===== config.mk =====
export PLATFORM = sky130hd
export DESIGN_NAME = flag_clear_bank
export DESIGN_NICKNAME = d
export VERILOG_FILES = /design/src/logic/flag_clear_pkg.sv /design/src/logic/flag_clear_bank.sv
export SDC_FILE = /design/constraint.sdc
export NUM_CORES = 1
export LEC_CHECK = 0
export CORE_MARGIN = 3
export CORE_UTILIZATION = 55
export DETAILED_ROUTE_END_ITERATION = 10
export DONT_BUFFER_PORTS = 1
export MAX_ROUTING_LAYER = met4
export PLACE_DENSITY_LB_ADDON = 0.25
export REMOVE_ABC_BUFFERS = 1
export SLEW_MARGIN = 25
export SYNTH_ARGS = -nofsm -noshare
export SYNTH_HDL_FRONTEND = slang
export SYNTH_SLANG_ARGS = --single-unit

===== constraint.sdc =====
create_clock -name sys_clk -period 3.1 [get_ports sys_clk]
set_input_delay 0.62 -clock sys_clk [delete_from_list [all_inputs] [get_ports sys_clk]]
set_output_delay 0.62 -clock sys_clk [all_outputs]
set_load 0.02 [all_outputs]

===== src/logic/flag_clear_pkg.sv =====
// Package of the read-to-clear flag bank: addresses, flag positions and reset values.
// Assumes a 32-bit classic Wishbone slave port with byte addresses.
package flag_clear_pkg;

    // ****************************************
    // Register byte addresses
    // ****************************************
    localparam logic [31:0] TX_OVERFLOW_FLAG_CLEAR_ADDR    = 32'h5000134c;
    localparam logic [31:0] READ_REQUEST_FLAG_CLEAR_ADDR   = 32'h50001350;
    localparam logic [31:0] TX_ABORT_FLAG_CLEAR_ADDR       = 32'h50001354;
    localparam logic [31:0] RX_DONE_FLAG_CLEAR_ADDR        = 32'h50001358;
    localparam logic [31:0] BUS_ACTIVITY_FLAG_CLEAR_ADDR   = 32'h5000135c;
    localparam logic [31:0] STOP_CONDITION_FLAG_CLEAR_ADDR = 32'h50001360;
    localparam logic [31:0] START_CONDITION_FLAG_CLEAR_ADDR = 32'h50001364;
    localparam logic [31:0] GENERAL_CALL_FLAG_CLEAR_ADDR   = 32'h50001368;
    localparam logic [31:0] RAW_EVENT_STATUS_ADDR          = 32'h50001380;
    localparam logic [31:0] IRQ_STATUS_ADDR                = 32'h50001384;
    localparam logic [31:0] IRQ_MASK_ADDR                  = 32'h50001388;
    localparam logic [31:0] ABORT_CAUSE_ADDR               = 32'h5000138c;

    // ****************************************
    // Positions in the raw event status word
    // ****************************************
    localparam int TX_OVERFLOW_POS     = 3;
    localparam int READ_REQUEST_POS    = 5;
    localparam int TX_ABORT_POS        = 6;
    localparam int RX_DONE_POS         = 7;
    localparam int BUS_ACTIVITY_POS    = 8;
    localparam int STOP_CONDITION_POS  = 9;
    localparam int START_CONDITION_POS = 10;
    localparam int GENERAL_CALL_POS    = 11;

    // Abort cause bit that survives a clear while its hold input is high
    localparam int ABORT_STICKY_POS    = 9;

    // ****************************************
    // Widths and reset values
    // ****************************************
    localparam int          REG_WIDTH          = 16;
    localparam logic [15:0] RAW_STATUS_RESET   = 16'h0000;
    localparam logic [15:0] ABORT_CAUSE_RESET  = 16'h0000;
    localparam logic [15:0] IRQ_MASK_RESET     = 16'h0000;
    localparam logic [15:0] FLAG_FIELD_MASK    = 16'h0fe8;

endpackage : flag_clear_pkg


===== src/logic/flag_clear_bank.sv =====
// Read-to-clear flag bank of a two-wire bus controller, with its raw event word,
// abort cause record, transmit FIFO hold and a maskable interrupt.
// Assumes the bus engine gives one-cycle event pulses and level busy/enable inputs,
// all synchronous to sys_clk, and a classic Wishbone master on the register side.
// Every request is answered one cycle after it is taken; the bank never stalls.
// Only byte lanes 0 and 1 reach the writable registers.
// Software clears flags by reading; writes to clear registers are ignored.
`timescale 1ns/100ps

module flag_clear_bank (
    input  wire logic        sys_clk,                // System clock, 200 MHz
    input  wire logic        resetn,                 // Asynchronous reset, active low
    // Wishbone classic slave
    input  wire logic        wb_cyc_i,               // Bus cycle
    input  wire logic        wb_stb_i,               // Strobe
    input  wire logic        wb_we_i,                // Write enable
    input  wire logic [31:0] wb_adr_i,               // Byte address
    input  wire logic [3:0]  wb_sel_i,               // Byte lanes
    input  wire logic [31:0] wb_dat_i,               // Write data
    output logic      [31:0] wb_dat_o,               // Read data
    output logic             wb_ack_o,               // Acknowledge

    // Events from the bus engine, one-cycle pulses
    input  wire logic        tx_overflow_event,      // Transmit FIFO overrun
    input  wire logic        read_request_event,     // Remote master wants data
    input  wire logic        tx_abort_event,         // Transfer aborted
    input  wire logic [15:0] abort_cause_in,         // Cause bits with the abort
    input  wire logic        rx_done_event,          // Slave transmit finished
    input  wire logic        bus_activity_event,     // Any bus activity seen
    input  wire logic        stop_condition_event,   // Stop seen
    input  wire logic        start_condition_event,  // Start or restart seen
    input  wire logic        general_call_event,     // General call received

    // Engine levels
    input  wire logic        controller_busy,        // Engine engaged on the bus
    input  wire logic        controller_enabled,     // Controller enable level
    input  wire logic        abort_sticky_hold,      // Keep cause bit 9 on clear

    // Outputs to the rest of the controller
    output logic      [15:0] raw_event_status_word,  // Raw event flags
    output logic      [15:0] abort_cause_record,     // Causes of all aborts since the last clear
    output logic             tx_fifo_flush_hold,     // Transmit FIFO held flushed
    output logic             irq                     // Level interrupt
);

    // ****************************************
    // Bus decode
    // ****************************************

    // Request decode
    logic        access;                             // New request this cycle
    logic        rd_access;                          // New read this cycle
    logic        wr_access;                          // New write this cycle

    // Flag paths
    logic [15:0] clear_read;                         // One-hot per flag, read now
    logic [15:0] event_set;                          // Event pulses in flag layout
    logic [15:0] read_value;                         // Data for the current read
    logic [15:0] flag_next;                          // Next raw flag word

    // Interrupt registers
    logic [15:0] irq_status_reg;                     // Sticky interrupt status
    logic [15:0] irq_mask_reg;                       // Interrupt mask

    // Abort and write paths
    logic [15:0] abort_next;                         // Next abort cause record
    logic [15:0] write_data;                         // Write data, lanes applied

    // Take each request once; ack is high for exactly one cycle
    // A master that keeps strobe up through the ack cycle
    // is not served twice for one transfer
    assign access    = wb_cyc_i & wb_stb_i & ~wb_ack_o;
    assign rd_access = access & ~wb_we_i;
    assign wr_access = access & wb_we_i;

    // Byte lanes applied to the low half word
    // Lanes 2 and 3 carry no register bits
    assign write_data = {wb_sel_i[1] ? wb_dat_i[15:8] : 8'h00,
                         wb_sel_i[0] ? wb_dat_i[7:0]  : 8'h00};

    // Selects a flag whose clear register was read this cycle
    // True for a read of the given address taken now
    function automatic logic read_of(input logic [31:0] adr);
        read_of = rd_access && (wb_adr_i == adr);
    endfunction : read_of

    // ****************************************
    // Clear strobes and event layout
    // ****************************************

    // Map each clear register read onto its flag position
    always_comb begin
        clear_read = 16'h0000;

        // Transmit overflow
        clear_read[flag_clear_pkg::TX_OVERFLOW_POS] =
            read_of(flag_clear_pkg::TX_OVERFLOW_FLAG_CLEAR_ADDR);

        // Read request
        clear_read[flag_clear_pkg::READ_REQUEST_POS] =
            read_of(flag_clear_pkg::READ_REQUEST_FLAG_CLEAR_ADDR);

        // Transmit abort
        clear_read[flag_clear_pkg::TX_ABORT_POS] =
            read_of(flag_clear_pkg::TX_ABORT_FLAG_CLEAR_ADDR);

        // Receive done
        clear_read[flag_clear_pkg::RX_DONE_POS] =
            read_of(flag_clear_pkg::RX_DONE_FLAG_CLEAR_ADDR);

        // Activity, only once the engine is idle
        clear_read[flag_clear_pkg::BUS_ACTIVITY_POS] =
            read_of(flag_clear_pkg::BUS_ACTIVITY_FLAG_CLEAR_ADDR)
            & ~controller_busy;

        // Stop condition
        clear_read[flag_clear_pkg::STOP_CONDITION_POS] =
            read_of(flag_clear_pkg::STOP_CONDITION_FLAG_CLEAR_ADDR);

        // Start condition
        clear_read[flag_clear_pkg::START_CONDITION_POS] =
            read_of(flag_clear_pkg::START_CONDITION_FLAG_CLEAR_ADDR);

        // General call
        clear_read[flag_clear_pkg::GENERAL_CALL_POS] =
            read_of(flag_clear_pkg::GENERAL_CALL_FLAG_CLEAR_ADDR);
    end

    // Gather engine events into the flag layout
    always_comb begin
        event_set = 16'h0000;

        // Transfer events
        event_set[flag_clear_pkg::TX_OVERFLOW_POS]     = tx_overflow_event;
        event_set[flag_clear_pkg::READ_REQUEST_POS]    = read_request_event;
        event_set[flag_clear_pkg::TX_ABORT_POS]        = tx_abort_event;
        event_set[flag_clear_pkg::RX_DONE_POS]         = rx_done_event;

        // Bus condition events
        event_set[flag_clear_pkg::BUS_ACTIVITY_POS]    = bus_activity_event;
        event_set[flag_clear_pkg::STOP_CONDITION_POS]  = stop_condition_event;
        event_set[flag_clear_pkg::START_CONDITION_POS] = start_condition_event;
        event_set[flag_clear_pkg::GENERAL_CALL_POS]    = general_call_event;
    end

    // ****************************************
    // Raw event flags
    // ****************************************

    // Clear on read, then set by the event; a same-cycle event wins
    // A controller disabled while busy keeps activity until it goes idle
    always_comb begin
        flag_next = (raw_event_status_word & ~clear_read) | event_set;

        // Activity drops by itself once disabled and idle, unless newly seen
        if (!controller_enabled && !controller_busy && !bus_activity_event) begin
            flag_next[flag_clear_pkg::BUS_ACTIVITY_POS] = 1'b0;
        end

        // Positions outside the field never set
        flag_next = flag_next & flag_clear_pkg::FLAG_FIELD_MASK;
    end

    // Raw flag register
    // Reset leaves every flag low
    always_ff @(posedge sys_clk or negedge resetn) begin
        if (!resetn) begin
            raw_event_status_word <= flag_clear_pkg::RAW_STATUS_RESET;
        end else begin
            raw_event_status_word <= flag_next;
        end
    end

    // ****************************************
    // Abort cause and transmit FIFO hold
    // ****************************************

    // Clearing keeps cause bit 9 while the engine holds it; a new abort ORs its cause bits in
    always_comb begin
        abort_next = abort_cause_record;
        if (clear_read[flag_clear_pkg::TX_ABORT_POS]) begin
            // Clear read zeroes the record
            abort_next = 16'h0000;
            // Engine may keep cause bit 9 alive
            if (abort_sticky_hold) begin
                abort_next[flag_clear_pkg::ABORT_STICKY_POS] =
                    abort_cause_record[flag_clear_pkg::ABORT_STICKY_POS];
            end
        end

        // New cause bits land after the clear
        if (tx_abort_event) begin
            abort_next = abort_next | abort_cause_in;
        end
    end

    // Abort cause record
    // Reset leaves no cause recorded
    always_ff @(posedge sys_clk or negedge resetn) begin
        if (!resetn) begin
            abort_cause_record <= flag_clear_pkg::ABORT_CAUSE_RESET;
        end else begin
            abort_cause_record <= abort_next;
        end
    end

    // Transmit FIFO is held flushed from an abort until the abort clear read
    // An abort in the same cycle as the clear keeps the hold
    always_ff @(posedge sys_clk or negedge resetn) begin
        if (!resetn) begin
            tx_fifo_flush_hold <= 1'b0;
        end else if (tx_abort_event) begin
            // New abort flushes and holds the FIFO
            tx_fifo_flush_hold <= 1'b1;
        end else if (clear_read[flag_clear_pkg::TX_ABORT_POS]) begin
            // Software may write the FIFO again
            tx_fifo_flush_hold <= 1'b0;
        end
    end

    // ****************************************
    // Interrupt status and mask
    // ****************************************

    // Sticky status, write one to clear; a new event beats the clear
    // Status bits follow the events, not the raw flag clears
    always_ff @(posedge sys_clk or negedge resetn) begin
        if (!resetn) begin
            irq_status_reg <= 16'h0000;
        end else if (wr_access && wb_adr_i == flag_clear_pkg::IRQ_STATUS_ADDR) begin
            // Ones written clear, events still land
            irq_status_reg <= (irq_status_reg & ~write_data) | event_set;
        end else begin
            // Only events change the status
            irq_status_reg <= irq_status_reg | event_set;
        end
    end

    // Mask register, one enables the matching status bit
    always_ff @(posedge sys_clk or negedge resetn) begin
        if (!resetn) begin
            irq_mask_reg <= flag_clear_pkg::IRQ_MASK_RESET;
        end else if (wr_access && wb_adr_i == flag_clear_pkg::IRQ_MASK_ADDR) begin
            // Only flag positions can be enabled
            irq_mask_reg <= write_data & flag_clear_pkg::FLAG_FIELD_MASK;
        end
    end

    // Interrupt output, registered from status and mask
    // so it trails a new event by two edges
    always_ff @(posedge sys_clk or negedge resetn) begin
        if (!resetn) begin
            irq <= 1'b0;
        end else begin
            irq <= |(irq_status_reg & irq_mask_reg);
        end
    end

    // ****************************************
    // Read data and acknowledge
    // ****************************************

    // Clear registers return their flag before the clear in bit 0
    // The mux sees the flags as they stand before this edge, so a read
    // still reports the flag that its own clear is about to drop
    always_comb begin
        read_value = 16'h0000;

        case (wb_adr_i)
            // Overflow clear
            flag_clear_pkg::TX_OVERFLOW_FLAG_CLEAR_ADDR: begin
                read_value[0] = raw_event_status_word[flag_clear_pkg::TX_OVERFLOW_POS];
            end

            // Read request clear
            flag_clear_pkg::READ_REQUEST_FLAG_CLEAR_ADDR: begin
                read_value[0] = raw_event_status_word[flag_clear_pkg::READ_REQUEST_POS];
            end

            // Abort clear
            flag_clear_pkg::TX_ABORT_FLAG_CLEAR_ADDR: begin
                read_value[0] = raw_event_status_word[flag_clear_pkg::TX_ABORT_POS];
            end

            // Receive done clear
            flag_clear_pkg::RX_DONE_FLAG_CLEAR_ADDR: begin
                read_value[0] = raw_event_status_word[flag_clear_pkg::RX_DONE_POS];
            end

            // Activity clear
            flag_clear_pkg::BUS_ACTIVITY_FLAG_CLEAR_ADDR: begin
                read_value[0] = raw_event_status_word[flag_clear_pkg::BUS_ACTIVITY_POS];
            end

            // Stop clear
            flag_clear_pkg::STOP_CONDITION_FLAG_CLEAR_ADDR: begin
                read_value[0] = raw_event_status_word[flag_clear_pkg::STOP_CONDITION_POS];
            end

            // Start clear
            flag_clear_pkg::START_CONDITION_FLAG_CLEAR_ADDR: begin
                read_value[0] =
                    raw_event_status_word[flag_clear_pkg::START_CONDITION_POS];
            end

            // General call clear
            flag_clear_pkg::GENERAL_CALL_FLAG_CLEAR_ADDR: begin
                read_value[0] = raw_event_status_word[flag_clear_pkg::GENERAL_CALL_POS];
            end

            // Raw flag word
            flag_clear_pkg::RAW_EVENT_STATUS_ADDR: begin
                read_value = raw_event_status_word;
            end

            // Interrupt status
            flag_clear_pkg::IRQ_STATUS_ADDR: begin
                read_value = irq_status_reg;
            end

            // Interrupt mask
            flag_clear_pkg::IRQ_MASK_ADDR: begin
                read_value = irq_mask_reg;
            end

            // Abort cause record
            flag_clear_pkg::ABORT_CAUSE_ADDR: begin
                read_value = abort_cause_record;
            end

            // Anything else
            default: begin
                read_value = 16'h0000;                                      // Unmapped reads zero
            end
        endcase
    end

    // Acknowledge one cycle after the request, for one cycle
    // Writes are answered the same way, also where they are ignored
    always_ff @(posedge sys_clk or negedge resetn) begin
        if (!resetn) begin
            wb_ack_o <= 1'b0;
        end else begin
            // One pulse per taken request
            wb_ack_o <= access;
        end
    end

    // Read data latched with the acknowledge; writes and idle give zero
    always_ff @(posedge sys_clk or negedge resetn) begin
        if (!resetn) begin
            wb_dat_o <= 32'h00000000;
        end else if (rd_access) begin
            // Read taken: selected register in the low half
            wb_dat_o <= {16'h0000, read_value};
        end else begin
            // Writes and idle cycles read zero
            wb_dat_o <= 32'h00000000;
        end
    end

endmodule : flag_clear_bank


* After elaboration in Yosys (flattened, before gate mapping) *
Cells that the tools add are included.

word-level totals
  output and inout bits = 67
  bits in registers = 67

cells by class
  multiplexer cells = 12
  eq/ne operators = 12
  reduce and logical (&&, ||, !) cells = 17
  bitwise logic cells = 17

operators by type and width
  kind                                                                     number
  32-bit by 31-bit equality test with 1-bit output, second input constant  12
  16-bit 2-to-1 mux                                                        4
  15-bit one-hot mux with 4 select lines                                   1
  16-bit by 12-bit bitwise OR with 16-bit output                           2
  16-bit by 12-bit AND with 16-bit output                                  1
  16-bit AND                                                               1
  8-bit 2-to-1 mux                                                         2
  16-bit NOT                                                               1
  16-bit bitwise OR                                                        1
  16-bit OR reduction                                                      1
  12-bit AND                                                               1
  1-bit logical AND                                                        12
  12-bit NOT                                                               1
  12-bit bitwise OR                                                        1
  1-bit one-hot mux with 10 select lines                                   1
  1-bit AND                                                                5
  1-bit 2-to-1 mux                                                         4
  1-bit zero test                                                          3
  1-bit NOT                                                                3
  2-bit nonzero test                                                       1

* Depth between registers and ports, before layout *
  depth in word-level cells = 9
  mapped depth = 6
  gate-level depth less buffers = 4

* Least setup slack after synthesis *
No wires, ideal clock.

  path kind = input-to-reg
  from = input port wb_adr_i[26]
  to = register abort_cause_record[10]
  data arrival time = 2.157 ns
  stages on the path = 6
  setup slack = 0.822 ns
  setup time = 0.121 ns
  cells stage by stage = nor4b_1 nand4_1 or4_1 buf_2 buf_6 a22o_1

between the ends
  word-level cells in the longest chain between the ends = 5

ends and longest elaborated chain
  element                                               line                    RTL
  from (decl)                                           flag_clear_bank.sv:17   input wire logic [31:0] wb_adr_i,
  32-bit by 31-bit equality test with 1-bit output (*)  flag_clear_bank.sv:84   read_of = rd_access && (wb_adr_i == adr);
  1-bit logical AND (*)                                 flag_clear_bank.sv:84
  16-bit 2-to-1 mux (*)                                 flag_clear_bank.sv:181  if (clear_read[flag_clear_pkg::TX_ABORT_POS]) begin
  16-bit bitwise OR                                     flag_clear_bank.sv:193  abort_next = abort_next | abort_cause_in;
  16-bit 2-to-1 mux (*)                                 flag_clear_bank.sv:192  if (tx_abort_event) begin
  named net abort_next[10]                              flag_clear_bank.sv:66   logic [15:0] abort_next;
  to (signal assigned)                                  flag_clear_bank.sv:201  abort_cause_record <= flag_clear_pkg::ABORT_CAUSE_RESET;
  to (signal assigned)                                  flag_clear_bank.sv:203  abort_cause_record <= abort_next;
  to (decl)                                             flag_clear_bank.sv:41   output logic [15:0] abort_cause_record,

The timed path passes the listed nets; every way through them passes the cells marked *.
A chain may end at the register's enable or synchronous reset.

* Final worst setup path *
  from = input port wb_adr_i[17]
  to = register abort_cause_record[3]

The elaborated chain is that of the path after synthesis.

==> summary.txt <==
Floorplanning
  • Chip width: 82.6 um
  • Die area: 0.00683 mm^2
  • Core area: 0.00561 mm^2
  • Starting density of the core: 57.6%
  • Ports: 167
  • Die height: 82.6 um
  • # rows: 27

Cells and area
  • NumNets Final: 399
  • Commonest non-fill, non-tap cell in the layout: dfrtp_1
  • Layout cells sized above 1: 10.2%
  • ANT cells: 0
  • Most frequent cells in the layout: dfrtp_1, nand2_1, conb_1, a22o_1, a21o_1
  • Core Util, Final: 62.2%
  • Layout Area Growth over Synthesis: 8.06%
  • # fillers: 478

Logic synthesis
  • Mapped Cells: 296
  • Share of the synthesized area in the top cell type: 51.9%
  • Cell variety after synth: 39
  • Yosys reg bits: 67
  • Sequential area share after synthesis: 51.9%
  • Area contributors post-synth: dfrtp_1, buf_4, a22o_1
  • Synthesized area: 0.00323 mm^2
  • Ys Warns: 0
  • Mean Syn Cell Area: 10.9 um^2
  • Post-synth EDFFs: 0
  • Most used flip-flop cell after synthesis: dfrtp_1
  • Post-synth top area cell: dfrtp_1
  • Async set or reset register ratio after synthesis: 100%

Timing
  • RSZ-0062 raised after global routing: false
  • Final TNS setup: 0 ns
  • Worst slew pin tran: 0.652 ns
  • Fmax: 449 MHz
  • Final worst-path cycle share: 71.8%
  • Relative slew slack: 56.5%
  • Final slew viol count: 0
  • Final hold violation count: 0
  • Setup violators final: 0
  • Clock skew: 0.00499 ns
  • Final Critical Period: 2.23 ns

Clock network
  • Max Buffers Root-to-Sink: 2
  • Sink Count: 67
  • CTS buffer count: 9
  • CTS clk-pin slew, worst paths: 0.07 ns
  • Post-CTS setup buffer count: 0
  • CTS tree: built
  • Post-CTS Hold Buffers: 1
  • Clock Latency Late Sink: 0.34 ns
  • PostCTS Resize Cnt: 0
  • Htree depth: 3
  • Root buffer cell: clkbuf_8

Critical path
  • Buffers & Inverters on Critical Path: 1
  • CP delay by family, top: simple AND/OR/NAND/NOR gates
  • Worst Path Class, Setup: in -> reg
  • R2r startpoint: wb_ack_o
  • Reg2reg setup slack: 0.88 ns
  • R2R Path End: abort_cause_record[3]
  • CP Data Arrival Time: 2.45 ns
  • Slowest-stage cell, CP: or4_1
  • Worst setup EP type: flip-flop
  • WP data required: 3.33 ns
  • Worst-path maximum fanout: 11
  • Crit path cell chain: nor4b_1 > nand3_1 > or4_1 > buf_4 > a22o_1
  • CP peak stage delay: 0.58 ns
  • CP Launch Type: primary input
  • Reg2Reg Depth: 5

Pwr
  • Clock power frac: 46.1%
  • Sw Ratio: 22.4%
  • Psw: 0.404 mW
  • Pleak: 1.41 nW
  • Power per cell area: 517 mW/mm^2
  • Peak supply drop: 378 uV
  • Seq pwr share: 48.7%
  • Total power: 1.80 mW
  • Combinational share of power: 5.2%
  • Internal power: 1.40 mW

Place
  • Dpl hpwl: 5.97 mm
  • GPL Wtd Cong: 0.841
  • # port buffers: 0

Drt
  • Routed len/inst: 22.7 um
  • Vias per std cell: 6.56
  • Post-route ant nets: 0
  • 1st-iter DRT viols: 204
  • DRC viols: 0
  • Vias post-DR: 2465
  • TritonRoute pass-1 iters: 6
  • Routed Wire Length: 8.54 mm

Global routing
  • Number of antenna violations at the first check in global routing: 0
  • First-pass GRT wire length: 12.9 mm
  • Largest net degree at the start of global routing: 68
  • GRT overflow: 0
  • Vias in the first global route: 2485
  • Global Route Usage Sum: 26.4%

Min path
  • Hold crit path type: in -> async

Flow run
  • Max cap viols: 0

Run status
  • Outcome: finished clean
[cell usage after synthesis, drive strengths merged (4+ instances only)]
library cell / count
nand3: 4
nor4b: 6
clkbuf: 11
nor4: 8
or4: 13
nor4bb: 4
a22oi: 11
a211oi: 4
dfrtp: 67
o31a: 8
a22o: 16
a222oi: 8
nand2: 29
nor2: 10
mux2i: 8
a21oi: 8
buf: 30
inv: 9
a21o: 15
[cells by family after synthesis]
| family | count (synthesis) | share of synthesized area, % |
|---|---|---|
| AOI/OAI and AO/OA | 75 | 18.4 |
| DFF | 67 | 51.9 |
| muxes | 10 | 3.18 |
| and+or+nand+nor | 93 | 17.5 |
| other | 1 | 0.116 |
| buffers and inverters | 50 | 8.91 |
[cell type report]
type | instances | area, um^2 | area share [%]
Clock inverter | 4 | 72.6 | 2.08
Clock buffer | 12 | 155 | 4.44
Sequential cell | 67 | 1680 | 48.0
Inverter | 9 | 33.8 | 0.968
Tap cell | 72 | 90.1 | 2.58
Multi-Input combinational cell | 202 | 1370 | 39.2
Timing Repair Buffer | 10 | 95.1 | 2.72
[through the flow]
stage	cell area, um^2	setup slack (ns)	instances	hold slack, ns
6_report	3490	0.875	376	0.152
5_1_grt	3490	0.739	376	0.159
4_1_cts	3490	0.868	376	0.163
3_5_place_dp	3240	0.532	359	0.326
3_3_place_gp	3240	0.581	359	0.326
2_1_floorplan	3060	0.454	278	0.324
[how the worst max path moves through the flow]
stage | start | to | slack (ns) | cells after the start
after floorplan | wb_adr_i[3] | raw_event_status_word[3] | 0.45 | 4
after global placement | wb_adr_i[17] | abort_cause_record[13] | 0.58 | 5
after detailed placement | wb_adr_i[17] | abort_cause_record[2] | 0.53 | 5
after CTS | wb_ack_o | abort_cause_record[13] | 0.87 | 5
after global routing | wb_adr_i[17] | wb_dat_o[9] | 0.74 | 4
final | wb_adr_i[17] | abort_cause_record[3] | 0.87 | 5
[power by group through the flow]
stage,Clock [mW],Combinational (mW),Sequential (mW)
after global routing,0.887,0.105,0.879
after floorplan,0,0.0609,0.895
after global placement,0,0.0714,0.896
after detailed placement,0,0.0721,0.896
after CTS,0.841,0.0934,0.879
final,0.832,0.0937,0.879
[metal layers]
layer	GRT usage [%]	wire, um	vias to the layer above
met2	40.1	4060	167
met5	-	0	-
met3	7.81	892	15
met4	6.21	115	0
li1	-	-	1071
met1	35.0	3470	1212
Note: power is estimated with default switching activity, not from simulation.
